### config.mk
export PLATFORM = sky130hd
export DESIGN_NAME = uamc_alt_mode
export DESIGN_NICKNAME = d
export VERILOG_FILES = /design/src/shared/uamc_pkg.sv /design/src/hdl/uamc_alt_mode.sv
export VERILOG_INCLUDE_DIRS = /design/src /design/src/shared
export SDC_FILE = /design/constraint.sdc
export NUM_CORES = 1
export LEC_CHECK = 0
export ABC_AREA = 0
export BUFFER_PORTS_ARGS = -buffer_cell sky130_fd_sc_hd__buf_4
export CAP_MARGIN = 25
export CORE_UTILIZATION = 49
export CTS_BUF_LIST = sky130_fd_sc_hd__clkbuf_8
export DETAILED_ROUTE_END_ITERATION = 7
export PLACE_DENSITY = 0.94
export RECOVER_POWER = 100
export SETUP_SLACK_MARGIN = 0.15
export SYNTH_ARGS = -nofsm -noshare
export SYNTH_HDL_FRONTEND = slang
export SYNTH_SLANG_ARGS = --single-unit
### constraint.sdc
create_clock -name core_clk -period 2.4 [get_ports core_clk]
set_input_delay 0.12 -clock core_clk [delete_from_list [all_inputs] [get_ports core_clk]]
set_output_delay 0.12 -clock core_clk [all_outputs]
set_load 0.05 [all_outputs]
### src/shared/uamc_cfg.svh
/*
 * Constants of the alternate-mode controller: register byte offsets,
 * field positions, reset values and response codes.
 * Assumes it is included by bare name once per compilation unit.
 */
`ifndef UAMC_CFG_SVH
`define UAMC_CFG_SVH

// ==========================================================
// Register byte offsets (one aligned 32-bit word each)
`define UAMC_OFS_CTRL 8'h00
`define UAMC_OFS_MASK 8'h04
`define UAMC_OFS_MEAS 8'h08
`define UAMC_OFS_STAT 8'h0C
`define UAMC_OFS_HSET 8'h10

// ==========================================================
// Control register fields
`define UAMC_CTRL_KEEP 0
`define UAMC_CTRL_TXEN 1
`define UAMC_CTRL_RXEN 2
`define UAMC_CTRL_ACC 3
`define UAMC_CTRL_LEFT 4
`define UAMC_CTRL_RIGHT 5
`define UAMC_CTRL_XCVR 6
`define UAMC_CTRL_REGLV 8
`define UAMC_CTRL_W 10
`define UAMC_CTRL_RST 10'h040

// ==========================================================
// Measurement register fields
`define UAMC_MEAS_START 0
`define UAMC_MEAS_NOTIFY 1
`define UAMC_MEAS_CODE 8

// ==========================================================
// Miscellaneous encodings
`define UAMC_XCVR_LS 2'h2
`define UAMC_RESP_OK 2'h0
`define UAMC_RESP_ERR 2'h2
`define UAMC_RXCMD_ALT 7
`define UAMC_RXCMD_ID 6

`endif

### src/shared/uamc_pkg.sv
/*
 * Types shared by the alternate-mode controller.
 * Assumes nothing beyond a SystemVerilog compiler.
 */
package uamc_pkg;

    // ==========================================================
    // Interface mode, one-hot
    typedef enum logic [4:0]
    {
        UAMC_SYNC = 5'h01,
        UAMC_ENTER = 5'h02,
        UAMC_ACC = 5'h04,
        UAMC_HSET = 5'h08,
        UAMC_EXIT = 5'h10
    } uamc_mode_e;

endpackage

### src/hdl/uamc_alt_mode.sv
/*
 * Alternate-mode controller of a ULPI transceiver: accessory (UART and
 * audio) mode, headset mode, ID measurement handshake, AXI4-Lite registers.
 * Assumes every input is synchronous to core_clk and that the analog
 * comparators and the converter are outside this block.
 */
`timescale 1ns/1ps
`include "uamc_cfg.svh"
module uamc_alt_mode
    import uamc_pkg::*;
#(
    parameter int IRQ_W = 5,
    parameter int CODE_W = 3,
    parameter int BUSVLD_IRQ = 1
)
(
    // Clock, reset, enable
    input wire logic core_clk,
    input wire logic rst,
    input wire logic ce,
    input wire logic hardResetPinN,
    // AXI4-Lite write channels
    input wire logic [7:0] awaddr,
    input wire logic awvalid,
    output logic awready,
    input wire logic [31:0] wdata,
    input wire logic [3:0] wstrb,
    input wire logic wvalid,
    output logic wready,
    output logic [1:0] bresp,
    output logic bvalid,
    input wire logic bready,
    // AXI4-Lite read channels
    input wire logic [7:0] araddr,
    input wire logic arvalid,
    output logic arready,
    output logic [31:0] rdata,
    output logic [1:0] rresp,
    output logic rvalid,
    input wire logic rready,
    // ULPI link side
    input wire logic stp,
    output logic dir,
    input wire logic [7:0] dataIn,
    output logic [7:0] dataOut,
    output logic [7:0] dataOe,
    output logic clkRun,
    input wire logic [1:0] lineState,
    output logic rxcmdStrobe,
    output logic [7:0] rxcmdByte,
    // Analog front end
    input wire logic [IRQ_W-1:0] irqSrc,
    input wire logic sessionValidComparator,
    input wire logic busPowerValidComparator,
    input wire logic idGroundedComparator,
    input wire logic idFloatingState,
    input wire logic dpIn,
    output logic dmOut,
    output logic dmOe,
    output logic uartPullupEn,
    output logic uartRegulatorSel,
    output logic [1:0] regulatorLevel,
    output logic lowSpeedEdges,
    output logic leftAudioSwitch,
    output logic rightAudioSwitch,
    output logic idGroundDrive,
    output logic idWeakPullupEnable,
    output logic idStrongPullupEnable,
    // Resistance converter
    output logic measStartPulse,
    input wire logic measDone,
    input wire logic [CODE_W-1:0] measCode
);

    // ==========================================================
    // State
    uamc_mode_e mode_q, mode_d;
    logic [`UAMC_CTRL_W-1:0] ctrl_q; // Control register
    logic [IRQ_W-1:0] mask_q; // Interrupt source mask
    logic [IRQ_W-1:0] snap_q; // Source levels sampled before DIR
    logic hsetTarget_q; // Entry heads for headset mode
    logic measStart_q, measNotify_q;
    logic [CODE_W-1:0] measCode_q;
    logic altPend_q; // Completion RXCMD still owed
    logic idFellAlt_q; // ID fall seen outside synchronous mode
    logic idPrev_q;
    logic awr_q, wr_q, bv_q, arr_q, rv_q;
    logic [1:0] bresp_q, rresp_q;
    logic [31:0] rdata_q;
    logic [7:0] dOut_q, dOe_q, rxByte_q;
    logic dir_q, clk_q, rxStb_q, dm_q, dmOe_q, pu_q, regSel_q, ls_q;
    logic [1:0] regLv_q;
    logic left_q, right_q, gnd_q, wpu_q, spu_q, mStb_q;

    // ==========================================================
    // Bus decode
    wire inSync = (mode_q == UAMC_SYNC);
    wire wrFire = awvalid & awready & wvalid & wready;
    wire rdFire = arvalid & arready;
    wire selCtrl = (awaddr == `UAMC_OFS_CTRL);
    wire selMask = (awaddr == `UAMC_OFS_MASK);
    wire selMeas = (awaddr == `UAMC_OFS_MEAS);
    wire selHset = (awaddr == `UAMC_OFS_HSET);
    wire wrMapped = selCtrl | selMask | selMeas | selHset;
    // Outside synchronous mode register writes are refused with an error response
    wire wrOk = wrFire & wrMapped & inSync;
    wire wrCtrl = wrOk & selCtrl & wstrb[0] & wstrb[1];
    wire wrMask = wrOk & selMask & wstrb[0];
    wire wrMeas = wrOk & selMeas & wstrb[0];
    wire wrHset = wrOk & selHset & wstrb[0] & wdata[0];
    wire accReq = wrCtrl & wdata[`UAMC_CTRL_ACC];
    wire [31:0] rdWord =
        (araddr == `UAMC_OFS_CTRL) ? 32'(ctrl_q) :
        (araddr == `UAMC_OFS_MASK) ? 32'(mask_q) :
        (araddr == `UAMC_OFS_MEAS) ?
            32'({measCode_q, 6'h00, measNotify_q, measStart_q}) :
        (araddr == `UAMC_OFS_STAT) ? 32'({idFellAlt_q, altPend_q, mode_q}) :
        32'h0000_0000;
    wire rdMapped = (araddr == `UAMC_OFS_CTRL) | (araddr == `UAMC_OFS_MASK) |
        (araddr == `UAMC_OFS_MEAS) | (araddr == `UAMC_OFS_STAT) |
        (araddr == `UAMC_OFS_HSET);

    // ==========================================================
    // Mode and event decode
    wire txRoute = ctrl_q[`UAMC_CTRL_TXEN];
    wire rxRoute = ctrl_q[`UAMC_CTRL_RXEN];
    wire inAcc = (mode_q == UAMC_ACC);
    wire inHset = (mode_q == UAMC_HSET);
    wire uartOn = inAcc & (txRoute | rxRoute);
    // Compare live levels with the pre-DIR snapshot
    wire irqHit = |((irqSrc ^ snap_q) & mask_q);
    wire idFell = idPrev_q & ~idGroundedComparator;
    wire altSet = measDone & measStart_q & measNotify_q;
    wire rxSend = inSync & (idFell | altPend_q);
    wire hsBusVld = busPowerValidComparator & mask_q[BUSVLD_IRQ];

    // ==========================================================
    // Next mode
    always_comb
    begin
        mode_d = mode_q;
        unique case (mode_q)
            UAMC_SYNC:
            begin
                if (accReq | wrHset)
                begin
                    mode_d = UAMC_ENTER;
                end
            end
            UAMC_ENTER:
            begin
                // Snapshot taken here, DIR rises on leaving
                mode_d = hsetTarget_q ? UAMC_HSET : UAMC_ACC;
            end
            UAMC_ACC, UAMC_HSET:
            begin
                if (stp)
                begin
                    mode_d = UAMC_EXIT;
                end
            end
            UAMC_EXIT:
            begin
                if (!stp)
                begin
                    mode_d = UAMC_SYNC;
                end
            end
        endcase
    end

    // ==========================================================
    // Mode register; the pin reset forces synchronous mode on the next enabled edge
    always_ff @(posedge core_clk or posedge rst)
    begin
        if (rst)
        begin
            mode_q <= UAMC_SYNC;
            hsetTarget_q <= 1'b0;
            snap_q <= '0;
        end
        else if (ce)
        begin
            mode_q <= hardResetPinN ? mode_d : UAMC_SYNC;
            hsetTarget_q <= inSync ? wrHset : hsetTarget_q;
            snap_q <= (mode_q == UAMC_ENTER) ? irqSrc : snap_q;
        end
    end

    // ==========================================================
    // Software-visible registers
    always_ff @(posedge core_clk or posedge rst)
    begin
        if (rst)
        begin
            ctrl_q <= `UAMC_CTRL_RST;
            mask_q <= '0;
            measStart_q <= 1'b0;
            measNotify_q <= 1'b0;
            measCode_q <= '0;
        end
        else if (ce)
        begin
            if (!hardResetPinN)
            begin
                ctrl_q <= `UAMC_CTRL_RST;
            end
            else if (wrCtrl)
            begin
                ctrl_q <= wdata[`UAMC_CTRL_W-1:0];
            end
            else if (mode_q == UAMC_EXIT)
            begin
                ctrl_q[`UAMC_CTRL_ACC] <= 1'b0;
            end
            if (wrMask)
            begin
                mask_q <= wdata[IRQ_W-1:0];
            end
            // Completion clears the start bit so it can be polled
            if (measDone & measStart_q)
            begin
                measStart_q <= 1'b0;
                measCode_q <= measCode;
            end
            else if (wrMeas)
            begin
                measStart_q <= wdata[`UAMC_MEAS_START];
            end
            if (wrMeas)
            begin
                measNotify_q <= wdata[`UAMC_MEAS_NOTIFY];
            end
        end
    end

    // ==========================================================
    // Event flags; a set in the clearing cycle wins
    always_ff @(posedge core_clk or posedge rst)
    begin
        if (rst)
        begin
            altPend_q <= 1'b0;
            idFellAlt_q <= 1'b0;
            idPrev_q <= 1'b1;
            rxStb_q <= 1'b0;
            rxByte_q <= 8'h00;
            mStb_q <= 1'b0;
        end
        else if (ce)
        begin
            idPrev_q <= idGroundedComparator;
            altPend_q <= altSet | (altPend_q & ~rxSend);
            idFellAlt_q <= (idFell & ~inSync) | (idFellAlt_q & ~inSync);
            rxStb_q <= rxSend;
            // Line state only travels in synchronous mode
            rxByte_q <= rxSend ? {altPend_q, idGroundedComparator, 4'h0, lineState}
                : rxByte_q;
            mStb_q <= wrMeas & wdata[`UAMC_MEAS_START] & ~measStart_q;
        end
    end

    // ==========================================================
    // Data bus redefinition per mode
    logic [7:0] busOut, busOe;
    always_comb
    begin
        busOut = 8'h00;
        busOe = 8'h00;
        if (mode_d == UAMC_ACC)
        begin
            busOe = 8'hFE;
            busOut[1] = rxRoute & dpIn;
            busOut[3] = irqHit | idFellAlt_q | (idFell & ~inSync);
        end
        else if (mode_d == UAMC_HSET)
        begin
            busOe = 8'h3B;
            busOut[0] = sessionValidComparator;
            busOut[1] = hsBusVld;
            busOut[4] = idGroundedComparator;
            busOut[5] = idFloatingState;
        end
    end

    // ==========================================================
    // Pin-side registers
    always_ff @(posedge core_clk or posedge rst)
    begin
        if (rst)
        begin
            dOut_q <= 8'h00;
            dOe_q <= 8'h00;
            dir_q <= 1'b0;
            clk_q <= 1'b1;
            dm_q <= 1'b0;
            dmOe_q <= 1'b0;
            pu_q <= 1'b0;
            regSel_q <= 1'b0;
            regLv_q <= 2'h0;
            ls_q <= 1'b0;
            left_q <= 1'b0;
            right_q <= 1'b0;
            gnd_q <= 1'b0;
            wpu_q <= 1'b0;
            spu_q <= 1'b0;
        end
        else if (ce)
        begin
            dOut_q <= busOut;
            dOe_q <= busOe;
            dir_q <= (mode_d == UAMC_ACC) | (mode_d == UAMC_HSET);
            clk_q <= ~(inAcc | inHset) | ctrl_q[`UAMC_CTRL_KEEP];
            dm_q <= inAcc & txRoute & dataIn[0];
            dmOe_q <= inAcc & txRoute;
            pu_q <= uartOn;
            regSel_q <= uartOn;
            regLv_q <= uartOn ? ctrl_q[`UAMC_CTRL_REGLV +: 2] : 2'h0;
            ls_q <= uartOn & (ctrl_q[`UAMC_CTRL_XCVR +: 2] == `UAMC_XCVR_LS);
            left_q <= ctrl_q[`UAMC_CTRL_LEFT];
            right_q <= ctrl_q[`UAMC_CTRL_RIGHT];
            gnd_q <= inHset & dataIn[2];
            wpu_q <= inHset & dataIn[6];
            spu_q <= inHset & dataIn[7];
        end
    end

    // ==========================================================
    // AXI4-Lite handshakes: write ready one cycle after both valids, read ready one cycle after ARVALID
    always_ff @(posedge core_clk or posedge rst)
    begin
        if (rst)
        begin
            awr_q <= 1'b0;
            wr_q <= 1'b0;
            bv_q <= 1'b0;
            bresp_q <= `UAMC_RESP_OK;
            arr_q <= 1'b0;
            rv_q <= 1'b0;
            rresp_q <= `UAMC_RESP_OK;
            rdata_q <= 32'h0000_0000;
        end
        else if (ce)
        begin
            awr_q <= awvalid & wvalid & ~awr_q & ~bv_q;
            wr_q <= awvalid & wvalid & ~awr_q & ~bv_q;
            if (wrFire)
            begin
                bv_q <= 1'b1;
                bresp_q <= wrOk ? `UAMC_RESP_OK : `UAMC_RESP_ERR;
            end
            else if (bready)
            begin
                bv_q <= 1'b0;
            end
            arr_q <= arvalid & ~arr_q & ~rv_q;
            if (rdFire)
            begin
                rv_q <= 1'b1;
                rdata_q <= rdWord;
                rresp_q <= rdMapped ? `UAMC_RESP_OK : `UAMC_RESP_ERR;
            end
            else if (rready)
            begin
                rv_q <= 1'b0;
            end
        end
    end

    // ==========================================================
    // Output wiring
    assign awready = awr_q;
    assign wready = wr_q;
    assign bvalid = bv_q;
    assign bresp = bresp_q;
    assign arready = arr_q;
    assign rvalid = rv_q;
    assign rdata = rdata_q;
    assign rresp = rresp_q;
    assign dir = dir_q;
    assign dataOut = dOut_q;
    assign dataOe = dOe_q;
    assign clkRun = clk_q;
    assign rxcmdStrobe = rxStb_q;
    assign rxcmdByte = rxByte_q;
    assign dmOut = dm_q;
    assign dmOe = dmOe_q;
    assign uartPullupEn = pu_q;
    assign uartRegulatorSel = regSel_q;
    assign regulatorLevel = regLv_q;
    assign lowSpeedEdges = ls_q;
    assign leftAudioSwitch = left_q;
    assign rightAudioSwitch = right_q;
    assign idGroundDrive = gnd_q;
    assign idWeakPullupEnable = wpu_q;
    assign idStrongPullupEnable = spu_q;
    assign measStartPulse = mStb_q;
endmodule

==> results.json <==
{
  "largest_delay_contributor_family_on_the_critical_path": "buffers and inverters",
  "h-tree-depth": 3,
  "finalNonFillerCells": 597,
  "layout.cells.most_common_list": "dfrtp_1 (72), buf_4 (57), clkbuf_1 (56)",
  "ys_ff_latch": 77,
  "synth.avg_cell_area_um2": 10.2,
  "synth.distinct_cells": 55,
  "post_synthesis_mux_area_share_pct": 7.67,
  "clkLatencyLatePin_ns": 0.35,
  "cp_slowest_cell": "clkbuf_1",
  "dieArea_um2": 8320,
  "cts_inserted_buffers": 9,
  "final_period_minus_worst_setup_slack_ns": 2.24,
  "synth_warnings": 0,
  "cts_max_path_buffers": 2,
  "area_growth_syn_to_layout_pct": 20.5,
  "coreArea_um2": 7730,
  "number_of_antenna_violations_at_the_first_check_in_global_routing": 0,
  "slew-limit-headroom_pct": 26.9,
  "place.gp.congestion": 0.909,
  "postRouteWirelength_um": 10200,
  "place.detailed.instances": 575,
  "clkTransAtPathRegs_ns": 0.08,
  "synthArstFlopShare_pct": 100,
  "synth_enable_flop_cells": 0,
  "drcViolationCount": 0,
  "outcome": "finished, final reports clean",
  "slowest_delay_ns": 0.79,
  "grt_pass1_wl_um": 16300,
  "clock.fmax_mhz": 447,
  "detail_route.first_pass.iterations": 5,
  "detailroute.via_count": 3403,
  "vdd_ir_drop_max_mv": 0.453,
  "critical_path.cell_chain": "clkbuf_1 > clkbuf_1 > nand3_1 > mux2_2",
  "worst_clock_skew_ns": 0.0139,
  "power-per-cell-area_nw_per_um2": 673,
  "dpl_wire_length_um": 7410,
  "timing_hold_violations_final": 0,
  "design.final.nets": 576,
  "cts_post_setup_buffers_inserted": 0,
  "cp_data_required_time_ns": 2.64,
  "worstHoldPathType": "input pin to flip-flop",
  "globalRouteOverflowTotal": 0,
  "synth_top_family_by_area": "compound AO/OA/AOI/OAI gates",
  "std_cell_rows": 32,
  "final_layout_size_suffix_gt1_share_pct": 22.2,
  "tns_ns": 0,
  "clock_sink_count": 77,
  "wl_per_cell_um": 17.1,
  "yosys_most_used_dff": "dfrtp_1",
  "synth_fa_ha_area_share_pct": 0,
  "start_util_pct": 50.5,
  "count_of_port_buffers_added_during_placement": 108,
  "boundaryPins": 167,
  "post_synth_xor_area_fraction_pct": 1.57,
  "synth_sequential_area_ratio_pct": 49.5,
  "maxSlewViolCount": 0,
  "inserted_diodes": 0,
  "synth_simple_gate_area_share_pct": 14.3,
  "crit_top_cell": "clkbuf_1",
  "drt_iter0_markers": 481,
  "final_common_cell": "dfrtp_1",
  "max_cap_viol_count": 0,
  "static-leakage-power_nw": 2.19,
  "cp_max_fo": 23,
  "worstMarginPinSlew_ns": 1.10,
  "grt_usage_pct": 24.9,
  "ctsRootBufferMaster": "clkbuf_8",
  "grt_setup_unrepaired": "false",
  "critical_path_arrival_ns": 2.47,
  "critPathKind": "input pin to flip-flop",
  "grt_max_degree": 60,
  "synth-compound-area-share_pct": 16.5,
  "synth_cells": 383,
  "critPathLaunchType": "input pin",
  "crit_buf_inv": 2,
  "vias_in_the_first_global_route": 3261,
  "die_h_um": 91.2,
  "synth_area_um2": 3900,
  "cts_tree": "yes",
  "final_cycle_utilization_of_the_critical_path_pct": 93.2,
  "antenna_violating_nets_post_route": 0,
  "chipWidth_um": 91.2,
  "report.final.setup_viol": 0,
  "avgViaCountPerCell": 5.70,
  "worstSetupEndpointType": "flip-flop"
}
==> state kept, by name, summed over array words and instances (netlist names), 2 cells and up <==
register and count:
dataOut 5, measCode_q 3, rxcmdByte 4, rdata 11, ctrl_q 10, regulatorLevel 2, dataOe 2, snap_q 5
mode_q 5, mask_q 5
==> cell families (layout without fill, tap and decap cells) <==
logic type / Yosys count / after routing
AO/OA/AOI/OAI: 91 / 91
XOR/XNOR: 7 / 7
buffers and inverters: 68 / 151
flip-flops: 77 / 77
multiplexers: 25 / 25
other: 1 / 30
AND/OR/NAND/NOR: 114 / 114
==> layer usage <==
layer / routed length [um] / up-vias / GRT usage, % / share of wire (%)
met5: 0 / - / 0 / 0
met4: 230 / 0 / 9.92 / 2.2
met3: 814 / 27 / 4.52 / 8.0
met2: 4970 / 200 / 40.8 / 49
met1: 4220 / 1673 / 32.8 / 41
li1: - / 1503 / - / -
==> Yosys cell counts, types with 7 or more instances <==
cell type	n	share of area, %
o2bb2ai_1	7	1.6
o21ai_0	25	3.2
a22o_1	18	4.0
nand2_1	44	4.2
nand4_1	7	1.1
buf_4	38	7.3
inv_1	14	1.3
nor2_1	27	2.6
a21oi_1	12	1.5
clkbuf_1	12	1.2
dfrtp_1	73	47
a22oi_1	7	1.3
mux2_2	19	5.5
==> stage by stage <==
step	setup slack (ns)	area, um^2	power [mW]	utilization (%)	hold slack (ns)
2_1_floorplan	0.320	4010	2.02	-	0.218
3_3_place_gp	0.392	4660	2.22	60.3	0.0944
3_5_place_dp	0.316	4660	2.24	60.3	0.100
4_1_cts	0.268	4920	3.23	63.7	0.000785
5_1_grt	0.0743	4700	3.28	60.8	0.00153
6_report	0.162	4700	3.16	60.8	0.00302
==> where the power goes <==
part | switching [mW] | internal [mW]
logic | 0.500 | 0.213
registers | 0.0737 | 1.39
clock network | 0.483 | 0.507
total | 1.06 | 2.11
==> final timing paths <==
check | from | endpoint | cells after the start | slack (ns)
setup / recovery | ce | measCode_q[2] | 4 | 0.16
hold / removal | lineState[1] | rxcmdByte[1] | 2 | 0.003
setup reg to reg | mode_q[4] | measNotify_q | 4 | 0.21
hold reg to reg | rdata[10] | rdata[10] | 2 | 0.48
max in group asynchronous | rst | mode_q[1] | 4 | 0.66
min in group asynchronous | rst | rdata[10] | 3 | 0.42
==> area by class of cell <==
cell class              count  area [um^2]
clock buffers              10          138
clock inverters             6         63.8
fillers                   671         3030
inverters                  14         53.8
multi-input cells         267         1670
flip-flops and latches     77         1930
well taps                 102          128
repair buffers            121          713
==> timing repair <==
action	in CTS	in global routing
endpoints found under the setup margin	0	9
endpoints found under the hold margin	22	0
hold buffers	6	0
resized for setup	0	3
No activity file was read; power rests on OpenSTA's default activity.
